[src/hdl/mios_pkg.sv]
// Package of constants and types for the multiplexed I/O scanner
package mios_pkg;

   // Register byte offsets
   localparam logic [5:0] REG_CTRL = 6'h00;
   localparam logic [5:0] REG_STATUS = 6'h04;
   localparam logic [5:0] REG_MASK = 6'h08;
   localparam logic [5:0] REG_SWITCH_LO = 6'h0c;
   localparam logic [5:0] REG_SWITCH_HI = 6'h10;
   localparam logic [5:0] REG_MATRIX_0 = 6'h14;
   localparam logic [5:0] REG_DISP_SRC_LO = 6'h24;
   localparam logic [5:0] REG_DISP_SRC_HI = 6'h28;
   localparam logic [5:0] REG_STATE = 6'h2c;

   // Control register field positions
   localparam int CTRL_SW_EN = 0;
   localparam int CTRL_MX_EN = 1;
   localparam int CTRL_DISP_EN = 2;
   localparam int CTRL_DIGIT_COUNT = 4;
   localparam int CTRL_DISP_MODE_LSB = 8;
   localparam int CTRL_TICK_DIV_LSB = 16;

   // Values after reset
   localparam logic [31:0] CTRL_RESET = 32'h0000_0000;
   localparam logic [15:0] TICK_DIV_RESET = 16'h0000;

   // Round lengths in scan cycles
   localparam logic [4:0] SW_ROUND = 5'h10;
   localparam logic [4:0] MX_ROUND = 5'h18;
   localparam logic [4:0] DISP_ROUND = 5'h0c;

   // Digit-count operand values
   localparam logic [15:0] DIGITS_FOUR = 16'h0000;
   localparam logic [15:0] DIGITS_EIGHT = 16'h0001;

   // Output word bit positions
   localparam int SW_FLAG_BIT = 5;
   localparam int MX_FLAG_BIT = 8;
   localparam int DISP_FLAG4_BIT = 8;
   localparam int DISP_FLAG8_BIT = 12;

   // Display control bits
   localparam int DISP_LATCH_INV = 0;
   localparam int DISP_DATA_INV = 1;
   localparam int DISP_EIGHT = 2;

   // Status bit positions
   localparam int ST_SW_ROUND = 0;
   localparam int ST_MX_ROUND = 1;
   localparam int ST_DISP_ROUND = 2;

   // Active function select
   typedef enum logic [1:0] {
      MIOS_IDLE = 2'b00,
      MIOS_SWITCH = 2'b01,
      MIOS_MATRIX = 2'b10,
      MIOS_DISPLAY = 2'b11
   } mios_func_t;

endpackage

[src/hdl/mios_scanner.sv]
// Multiplexed switch, matrix and segment-display scanner with Avalon-MM slave
// Functional notes
// - Four digits when digit operand is 0000 hex, eight when 0001 hex.
// - Switch select and strobe on out bits 0-4; data stored in one or two words.
// - Switch reader completes one full read every 16 ticks, then repeats.
// - Switch round flag on out bit 5 once per 16 ticks.
// - Switch reader restarts from its first tick whenever started.
// - Matrix drives eight selects on out 0-7, reads in 0-7, 64 bits stored.
// - Matrix captures full 64-bit state once every 24 ticks.
// - Matrix round flag on out bit 8 for one tick in every 24.
// - Matrix scan begins at first row whenever started.
// - Display converts four or eight BCD digits from one or two words.
// - Display control picks digit count, latch and data polarity.
// - Display outputs all digits over twelve ticks, then reloads source.
// - Four-digit and eight-digit data, latch and flag bit placements.
//
// The placing of the registers and the Avalon-MM slave port are this design's own decisions.
module mios_scanner
   import mios_pkg::*;
(
   input wire logic clk_in, // System clock, 200 MHz
   input wire logic rst_in, // Async reset, active high
   input wire logic [5:0] avs_address_in, // Byte address
   input wire logic avs_read_in, // Read request
   input wire logic avs_write_in, // Write request
   input wire logic [31:0] avs_writedata_in, // Write data
   input wire logic [3:0] avs_byteenable_in, // Byte lanes
   output logic [31:0] avs_readdata_out, // Read data
   output logic avs_waitrequest_out, // Stall
   input wire logic [7:0] scan_in, // External input word bits 0-7
   output logic [15:0] scan_out, // External output word
   output logic irq_out // Level interrupt
);

   ////////////////////////////////////////////////////////////////////////////
   logic [31:0] ctrl, next_ctrl;
   logic [2:0] status, next_status;
   logic [2:0] mask, next_mask;
   logic [31:0] sw_result, next_sw_result;
   logic [63:0] mx_result, next_mx_result;
   logic [31:0] disp_src, next_disp_src;
   logic [31:0] disp_latched, next_disp_latched;
   logic [4:0] step, next_step;
   logic state_valid, next_state_valid;
   mios_func_t func, next_func;
   logic [15:0] out_word, next_out_word;
   logic [31:0] rdata, next_rdata;
   logic rack, next_rack;
   logic [7:0] in_meta, in_sync;
   logic tick;
   logic [2:0] round_evt;

   // Two flops on the external input before any use
   always_ff @(posedge clk_in or posedge rst_in) begin
      if (rst_in) begin
         in_meta <= 8'h00;
         in_sync <= 8'h00;
      end else begin
         in_meta <= scan_in;
         in_sync <= in_meta;
      end
   end

   mios_tick_gen u_mios_tick_gen (
      .clk_in(clk_in),
      .rst_in(rst_in),
      .div_in(ctrl[CTRL_TICK_DIV_LSB +: 16]),
      .tick_out(tick)
   );

   // Byte-lane merge for software writes
   function automatic logic [31:0] merge(input logic [31:0] old, input logic [31:0] wd, input logic [3:0] be);
      logic [31:0] r;
      r = old;
      for (int i = 0; i < 4; i++) begin
         if (be[i]) begin
            r[i*8 +: 8] = wd[i*8 +: 8];
         end
      end
      return r;
   endfunction

   // BCD digit to seven-segment pattern, gfedcba
   function automatic logic [6:0] seg7(input logic [3:0] d);
      unique case (d)
         4'h0: seg7 = 7'h3f;
         4'h1: seg7 = 7'h06;
         4'h2: seg7 = 7'h5b;
         4'h3: seg7 = 7'h4f;
         4'h4: seg7 = 7'h66;
         4'h5: seg7 = 7'h6d;
         4'h6: seg7 = 7'h7d;
         4'h7: seg7 = 7'h27;
         4'h8: seg7 = 7'h7f;
         4'h9: seg7 = 7'h6f;
         4'ha: seg7 = 7'h77;
         4'hb: seg7 = 7'h7c;
         4'hc: seg7 = 7'h39;
         4'hd: seg7 = 7'h5e;
         4'he: seg7 = 7'h79;
         4'hf: seg7 = 7'h71;
      endcase
   endfunction

   ////////////////////////////////////////////////////////////////////////////
   logic wr_hit;
   logic [7:0] seg_unused;
   assign wr_hit = avs_write_in;
   assign seg_unused = {1'b0, seg7(disp_latched[3:0])};
   assign avs_waitrequest_out = avs_read_in & ~rack;
   assign avs_readdata_out = rdata;
   assign scan_out = out_word;
   assign irq_out = |(status & mask);

   // Register file, status and readback
   always_comb begin
      next_ctrl = ctrl;
      next_mask = mask;
      next_disp_src = disp_src;
      next_state_valid = state_valid;
      next_status = status & ~(wr_hit && avs_address_in == REG_STATUS ? avs_writedata_in[2:0] : 3'h0);
      next_status = next_status | round_evt; // Set beats a same-cycle clear
      next_rack = avs_read_in & ~rack;
      next_rdata = rdata;
      if (wr_hit) begin
         unique case (avs_address_in)
            REG_CTRL: next_ctrl = merge(ctrl, avs_writedata_in, avs_byteenable_in);
            REG_MASK: next_mask = avs_writedata_in[2:0];
            REG_DISP_SRC_LO: next_disp_src[15:0] = avs_writedata_in[15:0];
            REG_DISP_SRC_HI: next_disp_src[31:16] = avs_writedata_in[15:0];
            REG_STATE: next_state_valid = avs_writedata_in == 32'h0000_0000;
            default: next_mask = mask;
         endcase
      end
      if (avs_read_in & ~rack) begin
         unique case (avs_address_in)
            REG_CTRL: next_rdata = ctrl;
            REG_STATUS: next_rdata = {29'h0, status};
            REG_MASK: next_rdata = {29'h0, mask};
            REG_SWITCH_LO: next_rdata = {16'h0, sw_result[15:0]};
            REG_SWITCH_HI: next_rdata = {16'h0, sw_result[31:16]};
            REG_MATRIX_0: next_rdata = {16'h0, mx_result[15:0]};
            REG_MATRIX_0 + 6'h04: next_rdata = {16'h0, mx_result[31:16]};
            REG_MATRIX_0 + 6'h08: next_rdata = {16'h0, mx_result[47:32]};
            REG_MATRIX_0 + 6'h0c: next_rdata = {16'h0, mx_result[63:48]};
            REG_DISP_SRC_LO: next_rdata = {16'h0, disp_src[15:0]};
            REG_DISP_SRC_HI: next_rdata = {16'h0, disp_src[31:16]};
            REG_STATE: next_rdata = {16'h0, out_word};
            default: next_rdata = 32'h0000_0000;
         endcase
      end
   end

   always_ff @(posedge clk_in or posedge rst_in) begin
      if (rst_in) begin
         ctrl <= CTRL_RESET;
         mask <= 3'h0;
         status <= 3'h0;
         disp_src <= 32'h0000_0000;
         state_valid <= 1'b0;
         rack <= 1'b0;
         rdata <= 32'h0000_0000;
      end else begin
         ctrl <= next_ctrl;
         mask <= next_mask;
         status <= next_status;
         disp_src <= next_disp_src;
         state_valid <= next_state_valid;
         rack <= next_rack;
         rdata <= next_rdata;
      end
   end

   ////////////////////////////////////////////////////////////////////////////
   // Scan engines share one step counter; only one function runs at a time
   mios_func_t want;
   logic [2:0] dmode;
   logic [2:0] digit;
   logic [7:0] sample;
   assign dmode = ctrl[CTRL_DISP_MODE_LSB +: 3];
   always_comb begin
      if (!state_valid) begin
         want = MIOS_IDLE;
      end else if (ctrl[CTRL_SW_EN]) begin
         want = MIOS_SWITCH;
      end else if (ctrl[CTRL_MX_EN]) begin
         want = MIOS_MATRIX;
      end else if (ctrl[CTRL_DISP_EN]) begin
         want = MIOS_DISPLAY;
      end else begin
         want = MIOS_IDLE;
      end
   end

   always_comb begin
      next_func = func;
      next_step = step;
      next_out_word = out_word;
      next_sw_result = sw_result;
      next_mx_result = mx_result;
      next_disp_latched = disp_latched;
      round_evt = 3'h0;
      digit = step[3:1];
      sample = in_sync;
      if (want != func) begin
         next_func = want;
         next_step = 5'h00;
         next_out_word = 16'h0000;
         next_disp_latched = disp_src;
      end else if (tick) begin
         next_out_word = 16'h0000;
         unique case (func)
            MIOS_SWITCH: begin
               // Even step selects a digit, odd step samples it
               if (step[0] == 1'b0 && step < 5'h10) begin
                  next_out_word[3:0] = {1'b0, step[3:1]} & 4'h7;
                  next_out_word[4] = 1'b1;
               end else begin
                  if (ctrl[CTRL_DIGIT_COUNT +: 16] == DIGITS_EIGHT || digit < 3'h4) begin
                     next_sw_result[digit*4 +: 4] = sample[3:0];
                  end
               end
               if (step == SW_ROUND - 5'h01) begin
                  next_out_word[SW_FLAG_BIT] = 1'b1;
                  round_evt[ST_SW_ROUND] = 1'b1;
                  next_step = 5'h00;
               end else begin
                  next_step = step + 5'h01;
               end
            end
            MIOS_MATRIX: begin
               // Rows 0-7 over steps 0-15 select then sample; rest idle
               if (step < 5'h10) begin
                  if (step[0] == 1'b0) begin
                     next_out_word[step[3:1]] = 1'b1;
                  end else begin
                     next_mx_result[digit*8 +: 8] = sample;
                  end
               end
               if (step == MX_ROUND - 5'h01) begin
                  next_out_word[MX_FLAG_BIT] = 1'b1;
                  round_evt[ST_MX_ROUND] = 1'b1;
                  next_step = 5'h00;
               end else begin
                  next_step = step + 5'h01;
               end
            end
            MIOS_DISPLAY: begin
               // Steps 0-7 drive data then pulse latch for digits 0-3
               if (step < 5'h08) begin
                  if (dmode[DISP_EIGHT]) begin
                     next_out_word[3:0] = disp_latched[step[2:1]*4 +: 4];
                     next_out_word[7:4] = disp_latched[16 + step[2:1]*4 +: 4];
                     next_out_word[8 + step[2:1]] = step[0];
                  end else begin
                     next_out_word[3:0] = disp_latched[step[2:1]*4 +: 4];
                     next_out_word[4 + step[2:1]] = step[0];
                  end
               end
               if (dmode[DISP_DATA_INV]) begin
                  next_out_word[7:0] = next_out_word[7:0] ^ (dmode[DISP_EIGHT] ? 8'hff : 8'h0f);
               end
               if (dmode[DISP_LATCH_INV]) begin
                  next_out_word[11:4] = next_out_word[11:4] ^ (dmode[DISP_EIGHT] ? 8'hf0 : 8'h0f);
               end
               if (step == DISP_ROUND - 5'h01) begin
                  next_out_word[dmode[DISP_EIGHT] ? DISP_FLAG8_BIT : DISP_FLAG4_BIT] = 1'b1;
                  round_evt[ST_DISP_ROUND] = 1'b1;
                  next_step = 5'h00;
                  next_disp_latched = disp_src;
               end else begin
                  next_step = step + 5'h01;
               end
            end
            MIOS_IDLE: begin
               next_step = 5'h00;
            end
         endcase
      end
   end

   always_ff @(posedge clk_in or posedge rst_in) begin
      if (rst_in) begin
         func <= MIOS_IDLE;
         step <= 5'h00;
         out_word <= 16'h0000;
         sw_result <= 32'h0000_0000;
         mx_result <= 64'h0;
         disp_latched <= 32'h0000_0000;
      end else begin
         func <= next_func;
         step <= next_step;
         out_word <= next_out_word;
         sw_result <= next_sw_result;
         mx_result <= next_mx_result;
         disp_latched <= next_disp_latched;
      end
   end

endmodule

[src/hdl/mios_tick_gen.sv]
// Scan-cycle tick generator: one pulse every div+1 clocks
module mios_tick_gen
   import mios_pkg::*;
(
   input wire logic clk_in, // System clock
   input wire logic rst_in, // Async reset, active high
   input wire logic [15:0] div_in, // Clocks per tick minus one
   output logic tick_out // One-cycle scan tick
);

   logic [15:0] count;
   logic [15:0] next_count;

   // Count up and wrap once the divider value is reached
   always_comb begin
      if (count >= div_in) begin
         next_count = 16'h0000;
      end else begin
         next_count = count + 16'h0001;
      end
   end

   always_ff @(posedge clk_in or posedge rst_in) begin
      if (rst_in) begin
         count <= 16'h0000;
      end else begin
         count <= next_count;
      end
   end

   assign tick_out = (count >= div_in);

endmodule

[config.mk]
export PLATFORM = sky130hd
export DESIGN_NAME = mios_scanner
export DESIGN_NICKNAME = d
export VERILOG_FILES = /design/src/hdl/mios_pkg.sv /design/src/hdl/mios_scanner.sv /design/src/hdl/mios_tick_gen.sv
export SDC_FILE = /design/constraint.sdc
export NUM_CORES = 1
export LEC_CHECK = 0
export ABC_AREA = 1
export BUFFER_PORTS_ARGS = -buffer_cell sky130_fd_sc_hd__buf_4
export CAP_MARGIN = 15
export CORE_MARGIN = 10
export CORE_UTILIZATION = 45
export CTS_CLUSTER_SIZE = 12
export DETAILED_ROUTE_END_ITERATION = 10
export HOLD_SLACK_MARGIN = 0.02
export RECOVER_POWER = 50
export SETUP_SLACK_MARGIN = 0.1
export SKIP_LAST_GASP = 1
export SLEW_MARGIN = 20
export SYNTH_ARGS = -nofsm -noshare
export SYNTH_HDL_FRONTEND = slang
export SYNTH_HIERARCHICAL = 1
export SYNTH_SLANG_ARGS = --single-unit
[constraint.sdc]
create_clock -name clk_in -period 10.07 [get_ports clk_in]
set_clock_uncertainty 0.2 [all_clocks]
set_input_delay 1.007 -clock clk_in [delete_from_list [all_inputs] [get_ports clk_in]]
set_output_delay 1.007 -clock clk_in [all_outputs]
set_load 0.05 [all_outputs]
==> impl_metrics.ini, run 1 <==
[layout]
area_growth_pct = 13.7
nets = 2009
final_common_cell = nand2_1
final_cells = 2348
drive_gt1_share_pct = 8.04
fin_util_pct = 52.3
antenna_cells = 0
final_cell_mix = nand2_1, dfrtp_1, nand3_1

[global_route]
grt_use_total_pct = 24.5
grt_start_max_net_pins = 130
grt_pass1_wl_um = 73900
antenna_found_initial = 0
overflow = 0
grt_pass1_vias = 12200

[cts]
numClockSinks = 284
clk_pin_slew_worst_paths_ns = 0.05
hold_buffers = 0
cts_inserted_buffers = 34
cts.repair.resized = 0
h-tree-depth = 2
clockBufferDepth = 3
cts_tree = yes
clock_latency_ns = 0.51
cts_setup_buffers = 0
cts_root_buf = clkbuf_16

[worst_setup_path]
crit-reg2reg-capture = mx_result[50]
critPathCapture = mx_result[35]
timing.critical_path.from = rst_in
required_ns = 10.37
arrival_ns = 5.63
ff2ff_path_depth = 12
startpoint_type = input port
worstSetupEndpointType = asynchronous set/reset pin
ff2ff_setup_slack_ns = 5.90
r2r_start = ctrl[31]
path_max_fanout = 129
critical_path_class = in -> async

[run_status]
violations = capacitance limit, slew limit
status = complete, but fails checks

[timing]
drv_slew = 165
period_share_pct = 53.0
fin_hold_ws_ns = 0.142
hold_viol = 0
setup_ws_ns = 4.74
slew_headroom_pct = -300
setup_viol = 0
finalSetupTns_ns = 0
rsz0062_at_grt = false
finalCriticalPeriod_ns = 5.33
tightestPinTransition_ns = 5.97
fmax_mhz = 188

[logic_synthesis]
yosysWarningCount = 6
syn_avg_cell_area_um2 = 7.68
synth_cell_types = 45
ys_async_sr_fraction_pct = 100
syn_inst = 1847
synth_seq_cells = 284
netlist_area_mm2 = 0.0142
synth-edff-count = 0
ys.flop_type = dfrtp_1
yosysSeqAreaShare_pct = 50.1

[power]
p_leak_nw = 8.38
ir_worst_vdd_v = 0.000137
power_density_mw_per_mm2 = 196

[worst_hold_path]
hp-class = reg -> reg

[floorplan]
die_height_um = 198
dieArea_mm2 = 0.0390
start_util_pct = 46.0
core_mm2 = 0.0308
fp.dieW_um = 198
num_io_pins = 104
fp-row-count = 64

[placement]
place_ws_ns = 6.29
gp_congestion = 0.989
dpl.cell_count = 2290
place_hpwl_um = 35000
io_buffers = 100

[route]
vias_per_cell = 5.40
routedWlPerCell_um = 20.2
drtIter0Drc = 1279
antenna_left = 0
vias = 12700
wl_um = 47500
drt_first_pass_iters = 6
drcViolationCount = 0

[flow_run]
drv_cap = 2
-- final cells by class --
| cell class | instances | area, um2 |
|---|---|---|
| clock buffers | 51 | 1030 |
| clock inverters | 7 | 116 |
| fillers | 3021 | 14700 |
| inverters | 154 | 579 |
| multi-input cells | 1343 | 6130 |
| flip-flops and latches | 284 | 7110 |
| well taps | 396 | 495 |
| repair buffers | 113 | 664 |
-- power breakdown --
part	switching [mW]	internal, mW	total [mW]
Combinational	0.381	0.150	0.531
Clock	0.487	0.779	1.27
Sequential	0.0991	1.26	1.36
-- flip-flops by register name, summed over array words and instances, names as in the netlist, 13 cells and up --
register / count
u_mios_tick_gen/count: 16
ctrl: 32
disp_latched: 32
disp_src: 32
avs_readdata_out: 32
scan_out: 13
sw_result: 32
mx_result: 64
-- cell usage after synthesis (all sizes together) (11+ instances only) --
library cell / number / area [um2]
clkbuf: 25 / 93.8
nand4: 18 / 113
a22oi: 13 / 97.6
ha: 25 / 313
o21ai: 133 / 666
a21oi: 28 / 144
xor2: 11 / 96.3
dfrtp: 284 / 7110
nand2: 738 / 2830
nand3: 176 / 898
nor3: 18 / 123
buf: 43 / 255
inv: 152 / 571
nor2: 154 / 649
-- through the flow --
stage | total power [mW] | instance area, um2
2_1_floorplan | 1.74 | 14200
3_3_place_gp | 1.90 | 15200
3_5_place_dp | 1.91 | 15200
4_1_cts | 3.17 | 16300
5_1_grt | 3.30 | 16100
6_report | 3.15 | 16100
-- layer usage --
layer  wire (um)  vias up  share of wire, %  global-route usage [%]
li1            -     6043                 -                       -
met4        1870        0               3.9                    9.57
met1       20600     6073                43                    33.1
met5           0        -                 0                       0
met2       21900      477                46                    38.9
met3        3140       93               6.6                    3.80
-- kinds of logic after synthesis --
group                    synth area share [%]
buffers and inverters                    6.54
AND/OR/NAND/NOR                          33.0
other                                  0.0264
XOR/XNOR                                0.741
AO/OA/AOI/OAI                            6.83
flip-flops                               50.1
adder cells (fa/ha/maj)                  2.21
multiplexers                            0.556
-- how the worst min path moves through the flow --
stage                     startpoint          to  slack, ns  cells past startpoint
final                     in_meta[5]  in_sync[5]       0.14                      0
after global routing      in_meta[5]  in_sync[5]       0.14                      0
after CTS                 in_meta[5]  in_sync[5]       0.15                      0
after detailed placement  in_meta[0]  in_sync[0]       0.13                      0
after global placement    in_meta[1]  in_sync[1]       0.13                      0
after floorplan           in_meta[0]  in_sync[0]       0.13                      0
-- critical path, stage by stage --
cell,delay [ns]
clkbuf_1,0.09
clkinvlp_2,3.25
buf_4,1.13
Note: power is estimated with default switching activity, not from simulation.
==> run 2: changes to the inputs <==
Settings changed: ABC_AREA 1 to 0.
Clock period 10.07 ns to 5.3 ns, I/O delays scaled along.
==> run 2 against run 1 <==
  * The run still ends with capacitance limit, slew limit left
  * Total power rose by 58%
  * Worst hold slack lost 0.11 ns
  * Count of clock-buffer cells in the layout shrank 3
  * Via count decreased by 20%
  * Die area is 1.9% lower
  * Critical path type is now reg -> reg
  * Critical endpoint is now mx_result[52]
  * Largest cell class unchanged
  * Highest routed layer unchanged
==> impl_metrics.ini, run 2 <==
[floorplan]
core_mm2 = 0.0305
fp-row-count = 64
start_util_pct = 45.5
dieArea_mm2 = 0.0383
die_height_um = 196
fp.dieW_um = 196
num_io_pins = 104

[route]
drtIter0Drc = 1024
routedWlPerCell_um = 24.1
drcViolationCount = 0
vias = 10200
antenna_left = 0
vias_per_cell = 5.93
wl_um = 41400
drt_first_pass_iters = 5

[power]
power_density_mw_per_mm2 = 314
ir_worst_vdd_v = 0.000245
p_leak_nw = 7.21

[logic_synthesis]
synth_cell_types = 86
yosysSeqAreaShare_pct = 51.2
syn_inst = 1204
synth_common_cells = dfrtp_1, nand2_1, mux2_1, a22oi_1, mux2_2
synth_seq_cells = 284
syn_avg_cell_area_um2 = 11.5
yosysWarningCount = 6
synth-edff-count = 0
ys_async_sr_fraction_pct = 100
yosysTopAreaCell = dfrtp_1
netlist_top_cells_area = dfrtp_1, mux2_1, a22oi_1
synth_most_common_cell = dfrtp_1
ys.flop_type = dfrtp_1
netlist_area_mm2 = 0.0139
synth_top_area_share_pct = 51.2

[global_route]
grt_pass1_wl_um = 63800
overflow = 0
antenna_found_initial = 0
grt_start_max_net_pins = 130
grt_pass1_vias = 10100
grt_use_total_pct = 21.1

[run_status]
status = complete, but fails checks
violations = capacitance limit, slew limit

[cts]
cts_tree = yes
clockBufferDepth = 3
numClockSinks = 284
clk_pin_slew_worst_paths_ns = 0.06
clock_latency_ns = 0.56
h-tree-depth = 1
cts_inserted_buffers = 31
cts_root_buf = clkbuf_16

[worst_setup_path]
crit_family = simple AND/OR/NAND/NOR gates
path_max_fanout = 25
worst_path_max_delay_cell = nand3_1
crit_chain = ha_1 -> nand4_1 -> or3_4 -> o32ai_4 -> or2_1 -> buf_4 -> nand4b_1 -> nor3_1 -> nand3_1 -> nand2_1 -> o21ai_1
critical_path_class = reg -> reg
worstSetupEndpointType = register
arrival_ns = 4.03
startpoint_type = register
max_stage_delay_ns = 0.49
critPathBufInv = 1
required_ns = 5.51

[timing]
rsz0062_at_grt = false
hold_viol = 0
fmax_mhz = 262
finalCriticalPeriod_ns = 3.82
period_share_pct = 72.1
tightestPinTransition_ns = 2.20
finalSetupTns_ns = 0
slew_headroom_pct = -46.4
fin_hold_ws_ns = 0.0322
drv_slew = 209
setup_viol = 0

[layout]
final_common_cell = dfrtp_1
seq_area_mm2 = 0.00711
fillers = 2759
nets = 1381
regMostFlops = mx_result
multi_input_area_mm2 = 0.00623
drive_gt1_share_pct = 16.7
area_growth_pct = 14.2
final_cell_mix = dfrtp_1, nand2_1, mux2_1
largest_register_ffs = 64
post-route-cell-area_mm2 = 0.0159
antenna_cells = 0

[placement]
gp_congestion = 0.919
io_buffers = 100
place_area_mm2 = 0.0148
place_hpwl_um = 29400

[flow_run]
drv_cap = 3

[worst_hold_path]
hp-class = in -> reg
## run 2: cell type report
class | count | share of cell area (%)
Clock buffer | 48 | 5.80
Clock inverter | 4 | 0.284
Inverter | 29 | 0.694
Multi-Input combinational cell | 813 | 39.3
Sequential cell | 284 | 44.8
Tap cell | 396 | 3.13
Timing Repair Buffer | 143 | 5.96
## run 2: path summary, 6_finish.rpt
kind,start,slack (ns),depth (start not counted),to
setup / recovery,u_mios_tick_gen/count[12],1.48,11,mx_result[52]
setup reg to reg,u_mios_tick_gen/count[12],1.48,11,mx_result[52]
max in group asynchronous,rst_in,1.55,4,in_meta[5]
hold / removal,avs_writedata_in[24],0.03,2,ctrl[24]
hold reg to reg,in_meta[1],0.15,0,in_sync[1]
min in group asynchronous,rst_in,0.42,3,u_mios_tick_gen/count[7]
## run 2: cells by family (layout without fill, tap and decap cells)
family / count (synthesis) / after routing / share of synthesized area, %
buf+inv: 109 / 224 / 3.94
other cells: 1 / 3 / 0.0270
simple gates: 363 / 363 / 15.3
flops: 284 / 284 / 51.2
xor+xnor: 24 / 24 / 1.51
fa+ha+maj: 25 / 25 / 2.25
mux: 160 / 160 / 13.4
compound gates: 238 / 238 / 12.3
## run 2: worst reg2reg max path: cells and delay by family, from the launching register on
kind / cells / cell delay [ns]
adders and majority gates: 1 / 0.32
buffers and inverters: 1 / 0.29
AOI/OAI and AO/OA: 2 / 0.36
DFF: 1 / 0.46
and+or+nand+nor: 7 / 2.05
## run 2: per-stage QoR
| stage | power [mW] | utilization [%] | cells | worst slack [ns] |
|---|---|---|---|---|
| floorplan | 2.73 | - | 1206 | 1.03 |
| global placement | 2.91 | 48.7 | 1639 | 1.63 |
| detailed placement | 2.92 | 48.7 | 1639 | 1.58 |
| CTS | 5.02 | 52.7 | 1717 | 1.51 |
| global route | 5.16 | 52.0 | 1717 | 0.832 |
| finish | 4.98 | 52.0 | 1717 | 1.48 |
## run 2: repair_timing
item                                   4_1_cts  5_1_grt
endpoints found under the hold margin       73        0
gates resized for setup                      0        0
hold buffers                                26        0
setup endpoints to repair                    0        0
buffers inserted                             0        0
## run 2: where the power goes
group	leakage (nW)	switching (mW)	internal, mW
clock	0.476	0.861	1.22
sequential	3.88	0.134	2.25
combinational	2.85	0.312	0.197
total	7.21	1.31	3.67
## run 2: metal layers
metal  up-vias  global-route usage (%)  share of wire, %  routed length [um]
met5         -                       0                 0                   0
met4         0                    5.01               2.1                 878
met1      5177                    31.6                47               19300
met2       349                    31.4                44               18300
li1       4604                       -                 -                   -
met3        54                    3.01               6.9                2850
==> run 3: changes to the inputs <==
Clock period 5.3 ns to 3.86 ns, I/O delays scaled along.
==> run 3 against run 2 <==
  * The flow still finishes with violations (capacitance limit, slew limit)
  * Combinational power rose by 43%
  * Critical path depth did not move
  * Count of clock-buffer cells in the layout fell by 1
  * Via count rose by 1.0%
  * Worst hold slack improved by 0.032 ns
  * Wire length rose by 0.39%
  * Worst setup slack got worse by 1.2 ns
  * Critical endpoint is now mx_result[45]
==> impl_metrics.ini, run 3 (synthesis gave the netlist of run 2 again) <==
[cts]
cts_root_buf = clkbuf_16
numClockSinks = 284
cts_inserted_buffers = 31
clk_pin_slew_worst_paths_ns = 0.06
clockBufferDepth = 3
cts_tree = yes
clock_latency_ns = 0.55
h-tree-depth = 1

[layout]
nets = 1412
regMostFlops = mx_result
final_cell_mix = dfrtp_1, nand2_1, mux2_1
area_growth_pct = 16.8
final_cells = 1751
seq_area_mm2 = 0.00711
fillers = 2713
multi_input_area_mm2 = 0.00624
largest_register_ffs = 64
drive_gt1_share_pct = 17.9
fin_util_pct = 53.1
final_common_cell = dfrtp_1

[route]
drcViolationCount = 0
drtIter0Drc = 866
vias = 10300
drt_first_pass_iters = 6
vias_per_cell = 5.87
antenna_left = 0
wl_um = 41500
routedWlPerCell_um = 23.7

[worst_setup_path]
worstSetupEndpointType = register
arrival_ns = 3.76
required_ns = 4.08
critical_path_class = reg -> reg
startpoint_type = register
path_max_fanout = 16

[timing]
period_share_pct = 91.8
rsz0062_at_grt = false
hold_viol = 0
tightestPinTransition_ns = 1.83
finalCriticalPeriod_ns = 3.54
drv_slew = 37
fmax_mhz = 282
slew_headroom_pct = -22.8
setup_viol = 0

[flow_run]
drv_cap = 1

[global_route]
grt_use_total_pct = 21.2
grt_start_max_net_pins = 79
antenna_found_initial = 1
overflow = 0
grt_pass1_wl_um = 64200
grt_pass1_vias = 10400

[placement]
gp_congestion = 0.937
io_buffers = 100
dpl.cell_count = 1655
place_hpwl_um = 29800

[power]
p_leak_nw = 7.38
power_density_mw_per_mm2 = 429
ir_worst_vdd_v = 0.000346

[floorplan]
dieArea_mm2 = 0.0383
core_mm2 = 0.0305
fp-row-count = 64
start_util_pct = 45.5
die_height_um = 196
num_io_pins = 104
fp.dieW_um = 196

[run_status]
status = complete, but fails checks
violations = capacitance limit, slew limit

[worst_hold_path]
hp-class = in -> reg
==> run 3: cell count changes in the layout (fill, tap and decap cells not counted) <==
cell           before  now
clkinvlp_4          0    2
bufinv_16           1    2
clkbuf_4            9   10
dlygate4sd3_1      26   41
clkbuf_8            8    9
clkbuf_2            1    0
nand3_1            38   37
buf_4              56   71
buf_12              0    2
clkbuf_1           60   57
diode_2             0    1
nand3_2             0    1
==> run 3: stage by stage <==
| step | setup WS [ns] | power [mW] | hold WS (ns) | instance area, um2 | TNS, ns |
|---|---|---|---|---|---|
| 3_3_place_gp | 0.411 | 4.01 | 0.132 | 15000 | 0 |
| 2_1_floorplan | -0.265 | 3.74 | 0.0997 | 13900 | -71.15 |
| 3_5_place_dp | 0.363 | 4.02 | 0.135 | 15000 | 0 |
| 5_1_grt | 0.137 | 7.22 | 0.0648 | 16200 | 0 |
| 6_report | 0.318 | 6.96 | 0.0645 | 16200 | 0 |
| 4_1_cts | 0.326 | 7.03 | 0.0451 | 16400 | 0 |
==> run 3: critical path, stage by stage, from the launching register on <==
cell and delay [ns]:
dfrtp_1 0.45, ha_1 0.31, nand4_1 0.15, or3_4 0.43, o32ai_4 0.28, or2_1 0.24
and3b_1 0.25, nand4_1 0.18, or4b_1 0.53, buf_4 0.22, nand2_1 0.08, o21ai_0 0.08
==> run 3: routing by layer <==
layer	global-route usage (%)	routed length [um]	up-vias
li1	-	-	4664
met1	30.7	18900	5189
met2	31.4	18400	378
met3	4.27	3150	56
met4	6.08	1040	0
met5	0	0	-
==> run 3: path summary, 6_finish.rpt <==
| kind | slack (ns) | cells past startpoint | start | to |
|---|---|---|---|---|
| hold reg to reg | 0.15 | 0 | in_meta[0] | in_sync[0] |
| min in group asynchronous | 0.30 | 3 | rst_in | u_mios_tick_gen/count[6] |
| max in group asynchronous | 0.89 | 4 | rst_in | ctrl[2] |
| hold / removal | 0.06 | 3 | avs_byteenable_in[3] | ctrl[27] |
| setup reg to reg | 0.32 | 11 | u_mios_tick_gen/count[12] | mx_result[45] |
| setup / recovery | 0.32 | 11 | u_mios_tick_gen/count[12] | mx_result[45] |
==> run 3: what timing repair did <==
| item | CTS | global route |
|---|---|---|
| endpoints found under the setup margin | 0 | 8 |
| setup buffers | 0 | 0 |
| gates resized for setup | 0 | 1 |
| hold buffers | 41 | 0 |
| endpoints found under the hold margin | 128 | 0 |
==> run 3: where the power goes <==
part           internal, mW  total, mW  switching [mW]
sequential             3.09       3.27           0.180
combinational         0.297      0.730           0.434
clock                  1.77       2.96            1.19
==> run 3: area by class of cell <==
type,instances,area share [%]
clock inverters,7,0.556
multi-input cells,813,38.5
flip-flops and latches,284,43.8
inverters,29,0.679
clock buffers,47,5.71
well taps,396,3.06
diodes,1,0.0154
repair buffers,174,7.69
